### config.mk
export PLATFORM = sky130hd
export DESIGN_NAME = sac_conv_ctrl
export DESIGN_NICKNAME = d
export VERILOG_FILES = /design/src/design/sac_pkg.sv /design/src/design/sac_conv_ctrl.sv /design/src/design/sac_sync2.sv
export VERILOG_INCLUDE_DIRS = /design/src /design/src/design
export SDC_FILE = /design/constraint.sdc
export NUM_CORES = 1
export LEC_CHECK = 0
export BUFFER_PORTS_ARGS = -buffer_cell sky130_fd_sc_hd__buf_2
export CAP_MARGIN = 20
export CELL_PAD_IN_SITES_DETAIL_PLACEMENT = 0
export CELL_PAD_IN_SITES_GLOBAL_PLACEMENT = 1
export CORE_MARGIN = 5
export CORE_UTILIZATION = 35
export CTS_BUF_LIST = sky130_fd_sc_hd__clkbuf_8
export CTS_CLUSTER_SIZE = 40
export DETAILED_ROUTE_END_ITERATION = 8
export PLACE_DENSITY_LB_ADDON = 0.1
export SETUP_SLACK_MARGIN = 0.02
export SYNTH_ARGS = -nofsm -noshare
export SYNTH_HDL_FRONTEND = slang
export SYNTH_HIERARCHICAL = 1
export SYNTH_SLANG_ARGS = --single-unit
### constraint.sdc
create_clock -name SYS_CLK_IN -period 3.4 [get_ports SYS_CLK_IN]
set_input_delay 1.02 -clock SYS_CLK_IN [delete_from_list [all_inputs] [get_ports SYS_CLK_IN]]
set_output_delay 1.02 -clock SYS_CLK_IN [all_outputs]
set_load 0.01 [all_outputs]
### src/design/sac_regs.svh
/*
 * Register offsets, field positions, reset values and timing counts of the
 * serial conversion control block.
 * Assumes a 50 MHz system clock and APB byte addresses.
 */
`ifndef SAC_REGS_SVH
`define SAC_REGS_SVH

// Register byte offsets
`define SAC_CTRL_OFS        8'h00
`define SAC_STATUS_OFS      8'h04
`define SAC_RESULT_OFS      8'h08
`define SAC_PREV_OFS        8'h0c
`define SAC_IRQ_STS_OFS     8'h10
`define SAC_IRQ_MASK_OFS    8'h14

// Control fields
`define SAC_CTRL_CODING_BIT 0
`define SAC_CTRL_CLKSEL_BIT 1
`define SAC_CTRL_SHORT_LSB  4
`define SAC_CTRL_SHORT_MSB  7
`define SAC_CTRL_RESET      8'h03

// Interrupt bits
`define SAC_IRQ_DONE_BIT    0
`define SAC_IRQ_CAPT_BIT    1
`define SAC_IRQ_ABORT_BIT   2

// Timing
`define SAC_SYS_PERIOD_NS   20
`define SAC_CONV_MAX_NS     5000
`define SAC_CONV_TYP_NS     4000
`define SAC_CONV_CLOCKS     17
`define SAC_FULL_BITS       5'h10
`define SAC_INT_HALF        ((`SAC_CONV_MAX_NS / (`SAC_CONV_CLOCKS * `SAC_SYS_PERIOD_NS)) / 2)

`endif

### src/design/sac_pkg.sv
/*
 * Types shared by the serial conversion control block.
 * Assumes nothing of its surroundings.
 */
package sac_pkg;
  // Converter sequencing states
  typedef enum logic [1:0] {
    SAC_HALT = 2'b00,
    SAC_CONV = 2'b01,
    SAC_DONE = 2'b10
  } sac_state_t;
endpackage

### src/design/sac_conv_ctrl.sv
/*
 * Conversion sequencing and serial result output of a 16-bit successive
 * approximation converter, with an APB register file and one interrupt.
 * Assumes a 50 MHz clock; all pins except APB, clock and reset are asynchronous and are
 * synchronised here; the comparator answers the trial code within one
 * conversion clock.
 */
`timescale 1ns/1ps
`include "sac_regs.svh"
module sac_conv_ctrl (
  input  wire logic        SYS_CLK_IN,                    // System clock
  input  wire logic        RST_IN,                        // Sync reset, high
  input  wire logic        PSEL_IN,                       // APB select
  input  wire logic        PENABLE_IN,                    // APB enable
  input  wire logic        PWRITE_IN,                     // APB direction
  input  wire logic [7:0]  PADDR_IN,                      // APB address
  input  wire logic [31:0] PWDATA_IN,                     // APB write data
  output logic      [31:0] PRDATA_OUT,                    // APB read data
  output logic             PREADY_OUT,                    // APB ready
  output logic             PSLVERR_OUT,                   // APB error
  input  wire logic        CONVERT_STROBE_IN,             // Convert strobe
  input  wire logic        PREVIOUS_RESULT_CAPTURE_IN,    // Capture request
  input  wire logic        PREVIOUS_RESULT_READ_CLOCK_IN, // Read clock
  input  wire logic        EXT_CLK_IN,                    // External conv clock
  input  wire logic        COMPARATOR_IN,                 // High: input >= trial
  output logic      [15:0] TRIAL_CODE_OUT,                // Trial code to DAC
  output logic             BUSY_OUT,                      // Conversion running
  output logic             CLK_OUT,                       // Active conv clock
  output logic             REALTIME_SERIAL_OUT,           // Realtime bit
  output logic             PREVIOUS_RESULT_SERIAL_OUT,    // Previous result
  output logic             MSB_N_OUT,                     // Inverted MSB
  output logic             IRQ_OUT                        // Interrupt level
);

  ////////////////////////////////////////////////////////////////////////////
  // Pin synchronisers

  logic conv_q2;
  logic capt_q2;
  logic rdclk_q2;
  logic ext_q2;
  logic cmp_q2;
  logic conv_q3_ff;
  logic rdclk_q3_ff;
  logic ext_q3_ff;

  sac_sync2 u_sync_conv  (.clk_in(SYS_CLK_IN), .rst_in(RST_IN), .async_in(CONVERT_STROBE_IN),
                          .sync_out(conv_q2));
  sac_sync2 u_sync_capt  (.clk_in(SYS_CLK_IN), .rst_in(RST_IN), .async_in(PREVIOUS_RESULT_CAPTURE_IN),
                          .sync_out(capt_q2));
  sac_sync2 u_sync_rdclk (.clk_in(SYS_CLK_IN), .rst_in(RST_IN), .async_in(PREVIOUS_RESULT_READ_CLOCK_IN),
                          .sync_out(rdclk_q2));
  sac_sync2 u_sync_ext   (.clk_in(SYS_CLK_IN), .rst_in(RST_IN), .async_in(EXT_CLK_IN),
                          .sync_out(ext_q2));
  sac_sync2 u_sync_cmp   (.clk_in(SYS_CLK_IN), .rst_in(RST_IN), .async_in(COMPARATOR_IN),
                          .sync_out(cmp_q2));

  // Delayed copies for edge detection; reset to the synchroniser level so no false fall follows reset
  always_ff @(posedge SYS_CLK_IN) begin
    if (RST_IN) begin
      conv_q3_ff  <= 1'b0;
      rdclk_q3_ff <= 1'b0;
      ext_q3_ff   <= 1'b0;
    end else begin
      conv_q3_ff  <= conv_q2;
      rdclk_q3_ff <= rdclk_q2;
      ext_q3_ff   <= ext_q2;
    end
  end

  ////////////////////////////////////////////////////////////////////////////
  // Registers and decode

  logic [7:0]  ctrl_ff;
  logic [2:0]  irq_sts_ff;
  logic [2:0]  irq_mask_ff;
  logic [15:0] result_ff;
  logic [15:0] prev_ff;
  logic [15:0] prev_shift_ff;
  sac_pkg::sac_state_t state_ff;
  sac_pkg::sac_state_t nxt_state;
  logic [4:0]  cyc_ff;

  wire         coding_twos = ctrl_ff[`SAC_CTRL_CODING_BIT];
  wire         clk_ext     = ctrl_ff[`SAC_CTRL_CLKSEL_BIT];
  wire  [3:0]  short_len   = ctrl_ff[`SAC_CTRL_SHORT_MSB:`SAC_CTRL_SHORT_LSB];
  wire  [4:0]  n_bits      = (short_len == 4'h0) ? `SAC_FULL_BITS : {1'b0, short_len};
  wire         apb_access  = PSEL_IN && PENABLE_IN;
  wire         apb_done    = apb_access && PREADY_OUT;
  wire         apb_wr      = apb_done && PWRITE_IN;
  wire         sel_ctrl    = (PADDR_IN == `SAC_CTRL_OFS);
  wire         sel_status  = (PADDR_IN == `SAC_STATUS_OFS);
  wire         sel_result  = (PADDR_IN == `SAC_RESULT_OFS);
  wire         sel_prev    = (PADDR_IN == `SAC_PREV_OFS);
  wire         sel_ists    = (PADDR_IN == `SAC_IRQ_STS_OFS);
  wire         sel_imask   = (PADDR_IN == `SAC_IRQ_MASK_OFS);
  wire         addr_ok     = sel_ctrl | sel_status | sel_result | sel_prev | sel_ists | sel_imask;
  wire  [31:0] rd_mux      = sel_ctrl   ? {24'h000000, ctrl_ff} :
                             sel_status ? {17'h00000, cyc_ff, 6'h00, state_ff, BUSY_OUT, IRQ_OUT} :
                             sel_result ? {16'h0000, result_ff} :
                             sel_prev   ? {16'h0000, prev_ff} :
                             sel_ists   ? {29'h00000000, irq_sts_ff} :
                             sel_imask  ? {29'h00000000, irq_mask_ff} : 32'h00000000;

  // One wait state: data and ready registered in the first access cycle
  always_ff @(posedge SYS_CLK_IN) begin
    if (RST_IN) begin
      PREADY_OUT  <= 1'b0;
      PRDATA_OUT  <= 32'h00000000;
      PSLVERR_OUT <= 1'b0;
    end else begin
      PREADY_OUT  <= apb_access && !PREADY_OUT;
      PRDATA_OUT  <= (apb_access && !PWRITE_IN) ? rd_mux : 32'h00000000;
      PSLVERR_OUT <= apb_access && !PREADY_OUT && !addr_ok;
    end
  end

  // Writable registers
  always_ff @(posedge SYS_CLK_IN) begin
    if (RST_IN) begin
      ctrl_ff     <= `SAC_CTRL_RESET;
      irq_mask_ff <= 3'h0;
    end else begin
      if (apb_wr && sel_ctrl) begin
        ctrl_ff <= PWDATA_IN[7:0];
      end
      if (apb_wr && sel_imask) begin
        irq_mask_ff <= PWDATA_IN[2:0];
      end
    end
  end

  ////////////////////////////////////////////////////////////////////////////
  // Conversion clock: internal divider or synchronised external clock

  logic [3:0] div_ff;
  logic       int_clk_ff;
  wire        div_wrap = (div_ff == 4'(`SAC_INT_HALF - 1));
  wire        int_tick = div_wrap && !int_clk_ff;
  wire        ext_tick = ext_q2 && !ext_q3_ff;
  wire        tick     = clk_ext ? ext_tick : int_tick;

  // Internal oscillator, free running, equal high and low halves
  always_ff @(posedge SYS_CLK_IN) begin
    if (RST_IN) begin
      div_ff     <= 4'h0;
      int_clk_ff <= 1'b0;
      CLK_OUT    <= 1'b0;
    end else begin
      div_ff     <= div_wrap ? 4'h0 : div_ff + 4'h1;
      int_clk_ff <= div_wrap ? !int_clk_ff : int_clk_ff;
      CLK_OUT    <= clk_ext ? ext_q2 : int_clk_ff;
    end
  end

  ////////////////////////////////////////////////////////////////////////////
  // Sequencer

  wire        conv_fall  = conv_q3_ff && !conv_q2;
  wire        rd_rise    = rdclk_q2 && !rdclk_q3_ff;
  wire        capt_evt   = rd_rise && capt_q2;
  wire        int_start  = capt_evt && !conv_q2 && (state_ff != sac_pkg::SAC_CONV);
  wire        start      = (conv_fall || int_start) && (state_ff != sac_pkg::SAC_CONV);
  wire        in_conv    = (state_ff == sac_pkg::SAC_CONV);
  wire        finish     = in_conv && tick && (cyc_ff == n_bits);
  wire        abort      = in_conv && conv_q2;
  wire [3:0]  bit_idx    = 4'(5'h10 - cyc_ff);
  wire        bit_val    = cmp_q2;
  wire [15:0] trial_keep = bit_val ? TRIAL_CODE_OUT : (TRIAL_CODE_OUT & ~(16'h0001 << bit_idx));
  wire [15:0] trial_next = (cyc_ff < n_bits) ? (trial_keep | (16'h0001 << (bit_idx - 4'h1))) : trial_keep;
  wire [15:0] code_final = coding_twos ? {~trial_keep[15], trial_keep[14:0]} : trial_keep;
  wire        rt_bit     = (coding_twos && bit_idx == 4'hf) ? !bit_val : bit_val;

  // Next state
  always_comb begin
    nxt_state = state_ff;
    unique case (state_ff)
      sac_pkg::SAC_HALT: nxt_state = start ? sac_pkg::SAC_CONV : sac_pkg::SAC_HALT;
      sac_pkg::SAC_CONV: nxt_state = conv_q2 ? sac_pkg::SAC_HALT :
                                     (finish ? sac_pkg::SAC_DONE : sac_pkg::SAC_CONV);
      sac_pkg::SAC_DONE: nxt_state = conv_q2 ? sac_pkg::SAC_HALT :
                                     (start ? sac_pkg::SAC_CONV : sac_pkg::SAC_DONE);
      default:           nxt_state = sac_pkg::SAC_HALT;
    endcase
  end

  // State, cycle count, trial code and busy flag
  always_ff @(posedge SYS_CLK_IN) begin
    if (RST_IN) begin
      state_ff       <= sac_pkg::SAC_HALT;
      cyc_ff         <= 5'h00;
      TRIAL_CODE_OUT <= 16'h0000;
      BUSY_OUT       <= 1'b0;
    end else begin
      state_ff <= nxt_state;
      BUSY_OUT <= (nxt_state == sac_pkg::SAC_CONV);
      if (nxt_state == sac_pkg::SAC_HALT) begin
        cyc_ff         <= 5'h00;
        TRIAL_CODE_OUT <= 16'h0000;
      end else if (start) begin
        cyc_ff         <= 5'h00;
        TRIAL_CODE_OUT <= 16'h0000;
      end else if (in_conv && tick) begin
        cyc_ff         <= cyc_ff + 5'h01;
        TRIAL_CODE_OUT <= (cyc_ff == 5'h00) ? 16'h8000 : trial_next;
      end
    end
  end

  // Realtime bit, result and inverted MSB
  always_ff @(posedge SYS_CLK_IN) begin
    if (RST_IN) begin
      REALTIME_SERIAL_OUT <= 1'b0;
      result_ff           <= 16'h0000;
      MSB_N_OUT           <= 1'b1;
    end else begin
      if (in_conv && tick && cyc_ff != 5'h00) begin
        REALTIME_SERIAL_OUT <= rt_bit;
      end
      if (finish) begin
        result_ff <= code_final;
        MSB_N_OUT <= !code_final[15];
      end
    end
  end

  ////////////////////////////////////////////////////////////////////////////
  // Previous result register and secondary shift port

  // Capture loads the latest result; read clock shifts MSB first
  always_ff @(posedge SYS_CLK_IN) begin
    if (RST_IN) begin
      prev_ff                    <= 16'h0000;
      prev_shift_ff              <= 16'h0000;
      PREVIOUS_RESULT_SERIAL_OUT <= 1'b0;
    end else begin
      if (finish) begin
        prev_ff <= result_ff;
      end
      if (capt_evt) begin
        prev_shift_ff              <= result_ff;
        PREVIOUS_RESULT_SERIAL_OUT <= result_ff[15];
      end else if (rd_rise) begin
        prev_shift_ff              <= {prev_shift_ff[14:0], 1'b0};
        PREVIOUS_RESULT_SERIAL_OUT <= prev_shift_ff[14];
      end
    end
  end

  ////////////////////////////////////////////////////////////////////////////
  // Interrupts: sticky status, set wins over write-one clear

  wire [2:0] irq_set = {abort, capt_evt, finish};
  wire [2:0] irq_clr = (apb_wr && sel_ists) ? PWDATA_IN[2:0] : 3'h0;
  wire [2:0] nxt_sts = irq_set | (irq_sts_ff & ~irq_clr);

  // Status bits and interrupt level
  always_ff @(posedge SYS_CLK_IN) begin
    if (RST_IN) begin
      irq_sts_ff <= 3'h0;
      IRQ_OUT    <= 1'b0;
    end else begin
      irq_sts_ff <= nxt_sts;
      IRQ_OUT    <= |(nxt_sts & irq_mask_ff);
    end
  end

  ////////////////////////////////////////////////////////////////////////////
  // Checks

  logic [4:0] tick_cnt_ff;

  // Conversion clocks counted independently of the sequencer
  always_ff @(posedge SYS_CLK_IN) begin
    if (RST_IN || start) begin
      tick_cnt_ff <= 5'h00;
    end else if (in_conv && tick) begin
      tick_cnt_ff <= tick_cnt_ff + 5'h01;
    end
  end

  property p_start_fall;
    @(posedge SYS_CLK_IN) disable iff (RST_IN)
      (conv_fall && !in_conv) |=> BUSY_OUT && cyc_ff == 5'h00;
  endproperty
  a_start_fall: assert property (p_start_fall) else $error("No start on strobe fall");

  property p_halt;
    @(posedge SYS_CLK_IN) disable iff (RST_IN)
      conv_q2 ##1 conv_q2 |=> state_ff == sac_pkg::SAC_HALT && !BUSY_OUT;
  endproperty
  a_halt: assert property (p_halt) else $error("Not halted while strobe high");

  property p_busy;
    @(posedge SYS_CLK_IN) disable iff (RST_IN)
      $fell(BUSY_OUT) |-> $past(finish) || $past(conv_q2);
  endproperty
  a_busy: assert property (p_busy) else $error("Busy dropped early");

  property p_seventeen;
    @(posedge SYS_CLK_IN) disable iff (RST_IN)
      (finish && short_len == 4'h0) |=> tick_cnt_ff == 5'd17;
  endproperty
  a_seventeen: assert property (p_seventeen) else $error("Conversion not 17 clocks");

  property p_short;
    @(posedge SYS_CLK_IN) disable iff (RST_IN)
      (finish && short_len != 4'h0) |=> tick_cnt_ff == {1'b0, $past(short_len)} + 5'h01;
  endproperty
  a_short: assert property (p_short) else $error("Short cycle length wrong");

  property p_capture;
    @(posedge SYS_CLK_IN) disable iff (RST_IN)
      capt_evt |=> prev_shift_ff == $past(result_ff) && PREVIOUS_RESULT_SERIAL_OUT == prev_shift_ff[15];
  endproperty
  a_capture: assert property (p_capture) else $error("Capture did not load");

  property p_shift;
    @(posedge SYS_CLK_IN) disable iff (RST_IN)
      (rd_rise && !capt_q2) |=> prev_shift_ff == {$past(prev_shift_ff[14:0]), 1'b0};
  endproperty
  a_shift: assert property (p_shift) else $error("Read clock did not shift");

  property p_clk_out;
    @(posedge SYS_CLK_IN) disable iff (RST_IN)
      1'b1 |=> CLK_OUT == ($past(clk_ext) ? $past(ext_q2) : $past(int_clk_ff));
  endproperty
  a_clk_out: assert property (p_clk_out) else $error("Clock output not active clock");

  property p_msb_n;
    @(posedge SYS_CLK_IN) disable iff (RST_IN)
      finish |=> MSB_N_OUT != result_ff[15] && result_ff[14:0] == $past(trial_keep[14:0]);
  endproperty
  a_msb_n: assert property (p_msb_n) else $error("MSB output not inverted");

  property p_coding;
    @(posedge SYS_CLK_IN) disable iff (RST_IN)
      finish |=> result_ff[15] == ($past(coding_twos) ^ $past(trial_keep[15]));
  endproperty
  a_coding: assert property (p_coding) else $error("Output coding wrong");

endmodule // sac_conv_ctrl

### src/design/sac_sync2.sv
/*
 * Two flip-flop synchroniser for one asynchronous input.
 * Assumes the input may change at any time relative to the clock.
 */
`timescale 1ns/1ps
module sac_sync2 (
  input  wire logic clk_in,   // System clock
  input  wire logic rst_in,   // Synchronous reset, active high
  input  wire logic async_in, // Asynchronous level
  output logic      sync_out  // Synchronised level
);
  logic meta_ff;

  // First stage feeds only the second stage
  always_ff @(posedge clk_in) begin
    if (rst_in) begin
      meta_ff  <= 1'b0;
      sync_out <= 1'b0;
    end else begin
      meta_ff  <= async_in;
      sync_out <= meta_ff;
    end
  end
endmodule // sac_sync2

* Word-level counts from Yosys, hierarchy flattened
Index checks and enable logic that the tools add are counted.
** Word-level totals
- Register bits :: 142
- Latch bits :: 0
- Memories kept :: 0
- ROM bits :: 0
- Memory bits (writable) :: 0
- Output and inout port bits :: 56
- Logic and storage cells :: 140
** Operators by class
- Multiply operators :: 0
- Shift-type cells :: 2
- Multiplexer cells :: 25
- Order comparisons :: 1
- Equal/unequal tests :: 12
- Bitwise gates (word level) :: 14
- Reduce and logical (&&, ||, !) cells :: 46
- Add/subtract/negate cells :: 4
- Divide/modulo/power cells :: 0
** Operator list (count)
- 16-bit 2-to-1 mux :: 6
- 15-bit 2-to-1 mux :: 3
- 1-bit by 4-bit left shift with 16-bit output, first input constant :: 2
- 1-bit logical AND :: 22
- 16-bit AND :: 1
- 8-bit by 4-bit == test with 1-bit output, second input constant :: 2
- 8-bit by 5-bit == test with 1-bit output, second input constant :: 2
- 16-bit NOT :: 1
- 16-bit OR :: 1
- 1-bit logical NOT :: 9
- 3-bit 2-to-1 mux :: 3
- 3-bit OR reduction :: 3
- 8-bit by 3-bit == test with 1-bit output, second input constant :: 1
- 8-bit logical NOT :: 1
- 2-bit 2-to-1 mux :: 4
- 8-bit 2-to-1 mux :: 1
- 7-bit OR reduction :: 1
- 3-bit AND :: 2
- 1-bit 2-to-1 mux :: 6
- 2-bit case mux with 3 select lines :: 1
- 5-bit by 1-bit adder with 5-bit output, second input constant :: 1
- 5-bit == test :: 1
- 5-bit logical NOT :: 1
- 5-bit less-than comparator :: 1
- 20 further kinds :: 28

* Longest topological paths before layout
- Depth in word-level cells :: 12
- Depth in mapped cells :: 10
- Mapped depth without buffers :: 8

* Hierarchy
Netlist, hierarchy kept.
** Modules (own cells, without submodules)
- sac_conv_ctrl :: seq. area each 2322.2 µm², area each 5429.0 µm², cells each 631, instances 1
- sac_sync2 :: seq. area each 40.0 µm², area each 52.6 µm², cells each 4, instances 5

* Worst setup path before layout
No wires, ideal clock.
- Kind :: input to register
- From :: input PADDR_IN[7]
- To :: register ctrl_ff[0]
- Cell stages on the path :: 4
- Slack :: 751 ps
- Data required time :: 3280 ps
- Data arrival time :: 2529 ps
- Path buffers :: 0
- Setup time :: 120 ps
- Cell sequence :: nor4_1 > nor4b_2 > nand2_1 > a211o_1
** Between the ends
- Cells in the longest elaborated chain, start to end :: 2
** Ends and longest elaborated chain
- start, declared :: RTL line sac_conv_ctrl.sv:16 : input wire logic [7:0] PADDR_IN,
- 8-bit logical NOT (no source line)
- 1-bit logical AND :: RTL line sac_conv_ctrl.sv:124 : if (apb_wr && sel_ctrl) begin
- end signal, assigned :: RTL line sac_conv_ctrl.sv:121 : ctrl_ff <= `SAC_CTRL_RESET;
- end signal, assigned :: RTL line sac_conv_ctrl.sv:125 : ctrl_ff <= PWDATA_IN[7:0];
- end, declared :: RTL line sac_conv_ctrl.sv:74 : logic [7:0] ctrl_ff;
No other way between the ends.
A chain may end at the register's enable or synchronous reset.

* Worst setup path after layout
- From :: register cyc_ff[0]
- To :: register result_ff[15]
** Between the ends
- Cells in the longest elaborated chain, start to end :: 7
- Elaborated cells between the ends (all ways) :: 9
** Ends and longest elaborated chain
- start, declared :: RTL line sac_conv_ctrl.sv:82 : logic [4:0] cyc_ff;
- start signal, assigned :: RTL line sac_conv_ctrl.sv:204 : cyc_ff <= cyc_ff + 5'h01;
- 1-bit by 4-bit subtractor with 4-bit output :: RTL line sac_conv_ctrl.sv:167 : wire [3:0] bit_idx = 4'(5'h10 - cyc_ff);
- 1-bit by 4-bit left shift with 16-bit output :: RTL line sac_conv_ctrl.sv:169 : wire [15:0] trial_keep = bit_val ? TRIAL_CODE_OUT : (TRIAL_CODE_OUT & ~(16'h0001 << bit_idx));
- 16-bit NOT :: RTL line sac_conv_ctrl.sv:169
- 16-bit AND :: RTL line sac_conv_ctrl.sv:169
- 16-bit 2-to-1 mux :: RTL line sac_conv_ctrl.sv:169
- 1-bit NOT :: RTL line sac_conv_ctrl.sv:171 : wire [15:0] code_final = coding_twos ? {~trial_keep[15], trial_keep[14:0]} : trial_keep;
- 16-bit 2-to-1 mux :: RTL line sac_conv_ctrl.sv:171
- end signal, assigned :: RTL line sac_conv_ctrl.sv:221 : result_ff <= code_final;
- end, declared :: RTL line sac_conv_ctrl.sv:77 : logic [15:0] result_ff;
Several ways; a longest one is shown, not always the timed one.

==> flow_summary.json <==
{
  "status": "finished, final reports clean",
  "dieArea_um2": 18900,
  "synth_top_area_share_pct": 44.3,
  "portBuffers": 65,
  "cts_buffers": 17,
  "antenna_left": 0,
  "cp.required_ns": 3.80,
  "die_h_um": 138,
  "initial_core_util_pct": 35.7,
  "setup_slack_ns": 0.561,
  "worstMarginPinSlew_ns": 0.952,
  "final_cells": 937,
  "cts_tree": "done",
  "drc": 0,
  "core_area_um2": 15900,
  "drt_iter0_drc": 389,
  "synth-edff-count": 0,
  "yosys.area.top_type": "dfxtp_1",
  "crit_top_cell": "ha_1",
  "cts_buffer_depth": 2,
  "utilization_pct": 41.4,
  "ys.flop_type": "dfxtp_1",
  "pwr-share-seq_pct": 50.7,
  "power.share.clock_pct": 45.0,
  "fin_area_um2": 6600,
  "totalWireLength_um": 15600,
  "post_cts_buffers": 0,
  "yosysSeqAreaShare_pct": 44.3,
  "cp_slowest_cell": "dfxtp_1",
  "setup_viol": 0,
  "nets": 776,
  "htree_levels": 4,
  "min_period_ns": 2.84,
  "hold_buffers": 0,
  "vias_per_cell": 5.13,
  "area_delta_synth_final_pct": 16.0,
  "fin_skew_ns": 0.00956,
  "place_congestion": 0.781,
  "post-place-ws_ns": 0.438,
  "syn_inst": 651,
  "clockRootBuffer": "clkbuf_8",
  "power_switching_mw": 0.716,
  "maxCapViolations": 0,
  "fillers": 1658,
  "hold_ws_ns": 0.444,
  "crit_family": "compound AO/OA/AOI/OAI gates",
  "post-dp-hpwl_um": 11200,
  "path_max_fanout": 14,
  "synth_most_common_cell": "dfxtp_1",
  "ys_types": 54,
  "path_cells": "inv_1, ha_1, ha_1, nand2_1, o41ai_1, xor2_1, a21oi_1, o21a_1",
  "powerDensity_nw_per_um2": 451,
  "crit_path_start_kind": "flip-flop",
  "detail_route.wl_per_cell_um": 16.6,
  "ctsResizeCount": 0,
  "grt_max_degree": 88,
  "fin_crit_sh_pct": 83.5,
  "p_comb_share_pct": 4.3,
  "cts_sinks": 126,
  "worstPathArrival_ns": 3.24,
  "num_io_pins": 106,
  "async_reset_ff_share_pct": 0,
  "hold_depth": 1,
  "mappedNetlistArea_um2": 5690,
  "worstRegToRegCells": 8,
  "peakVddDrop_mv": 0.230,
  "firstDrtPassIters": 4,
  "yosys-top-cells-count": "dfxtp_1 (126), nand2_1 (78), nor2_1 (70)",
  "n_antenna_cell": 0,
  "syn_area_per_cell_um2": 8.74,
  "rsz0062_at_grt": "no",
  "ys_warn_count": 6,
  "p_leak_nw": 2.51,
  "synth-seq-cells": 126,
  "rows": 46,
  "power_mw": 2.98,
  "hold_viol_final": 0,
  "dp_cells": 906,
  "num_vias": 4809,
  "path_buf_inv": 1,
  "slowest_delay_ns": 0.62,
  "drive_gt1_share_pct": 17.2,
  "r2r_slack_ns": 0.56,
  "timing.final.max_slew_violations": 0,
  "worstHoldPathType": "flip-flop to flip-flop",
  "path_depth": 8,
  "timing.fmax_ghz": 0.352,
  "crit_type": "flip-flop to flip-flop",
  "antenna_found_initial": 0,
  "grt_pass1_vias": 4577,
  "crit_path_end_kind": "flip-flop",
  "grt_use_total_pct": 17.1,
  "die-width_um": 138,
  "internal_power_mw": 2.26,
  "grt_pass1_wl_um": 25000,
  "postPlaceCellArea_um2": 6200,
  "clkLatencyLatePin_ns": 0.45,
  "finalSetupTns_ns": 0,
  "swShare_pct": 24.0,
  "max_slew_margin_pct": 36.1,
  "grt_overflow": 0,
  "clkTransAtPathRegs_ns": 0.08,
  "netlist_top_cells_area": "dfxtp_1 (44%), mux2i_1 (6.5%), nand2_1 (5.1%), nor2_1 (4.6%), a21oi_1 (4.6%)"
}
-- cell usage in the layout (no fill, tap or decap), types with 13 or more instances in the layout --
cell type	n
dfxtp_1	126
nand2_1	78
nor2_1	70
buf_2	65
a21oi_1	52
mux2i_1	37
nor2b_1	18
ha_1	17
clkbuf_8	17
o211ai_1	16
a211oi_1	16
conb_1	16
buf_4	15
o21ai_0	14
a31oi_1	14
nand2b_1	13
-- cells by family after synthesis --
family                     after synthesis  share of synthesized area, %
and+or+nand+nor                        232                          19.7
AOI/OAI and AO/OA                      157                          17.8
DFF                                    126                          44.3
buffers and inverters                   69                          5.74
muxes                                   40                          7.30
adders and majority gates               17                          3.74
xor gates and xnor gates                 9                          1.38
other                                    1                        0.0659
-- final cells by class --
class	count	area, um2	area share, %
Multi-Input combinational cell	471	2900	44.0
Inverter	12	45.0	0.682
Tap cell	216	270	4.09
Timing Repair Buffer	81	458	6.94
Sequential cell	126	2520	38.2
Clock buffer	17	234	3.54
Clock inverter	14	170	2.58
-- worst register-to-register path, stage by stage, from the launching register on --
cell     delay [ns]
dfxtp_1        0.62
inv_1          0.29
ha_1           0.31
ha_1           0.34
nand2_1        0.10
o41ai_1        0.54
xor2_1         0.14
a21oi_1        0.29
o21a_1         0.16
-- power groups by stage --
stage	registers [mW]	logic, mW	clock network [mW]
5_1_grt	1.51	0.144	1.44
3_3_place_gp	1.54	0.129	0
2_1_floorplan	1.54	0.0980	0
3_5_place_dp	1.54	0.130	0
4_1_cts	1.51	0.130	1.38
6_report	1.51	0.129	1.34
-- flip-flops by register name, indices dropped and copies added, names as in the netlist, 2 cells and up --
signal,cells
PRDATA_OUT,16
result_ff,16
irq_sts_ff,3
div_ff,4
ctrl_ff,8
irq_mask_ff,3
prev_ff,16
state_ff,2
prev_shift_ff,15
cyc_ff,5
TRIAL_CODE_OUT,16
-- final timing paths --
check | from | to
hold / removal | u_sync_conv/meta_ff | u_sync_conv/sync_out
setup / recovery | cyc_ff[0] | result_ff[15]
hold reg to reg | u_sync_conv/meta_ff | u_sync_conv/sync_out
setup reg to reg | cyc_ff[0] | result_ff[15]
-- per-layer routing --
metal	share of wire [%]	track usage [%]	routed length, um
met1	49	23.8	7600
met2	46	26.2	7140
met3	3.8	3.62	597
met4	1.6	6.21	257
met5	0	0	0
Note: power is estimated with default switching activity, not from simulation.
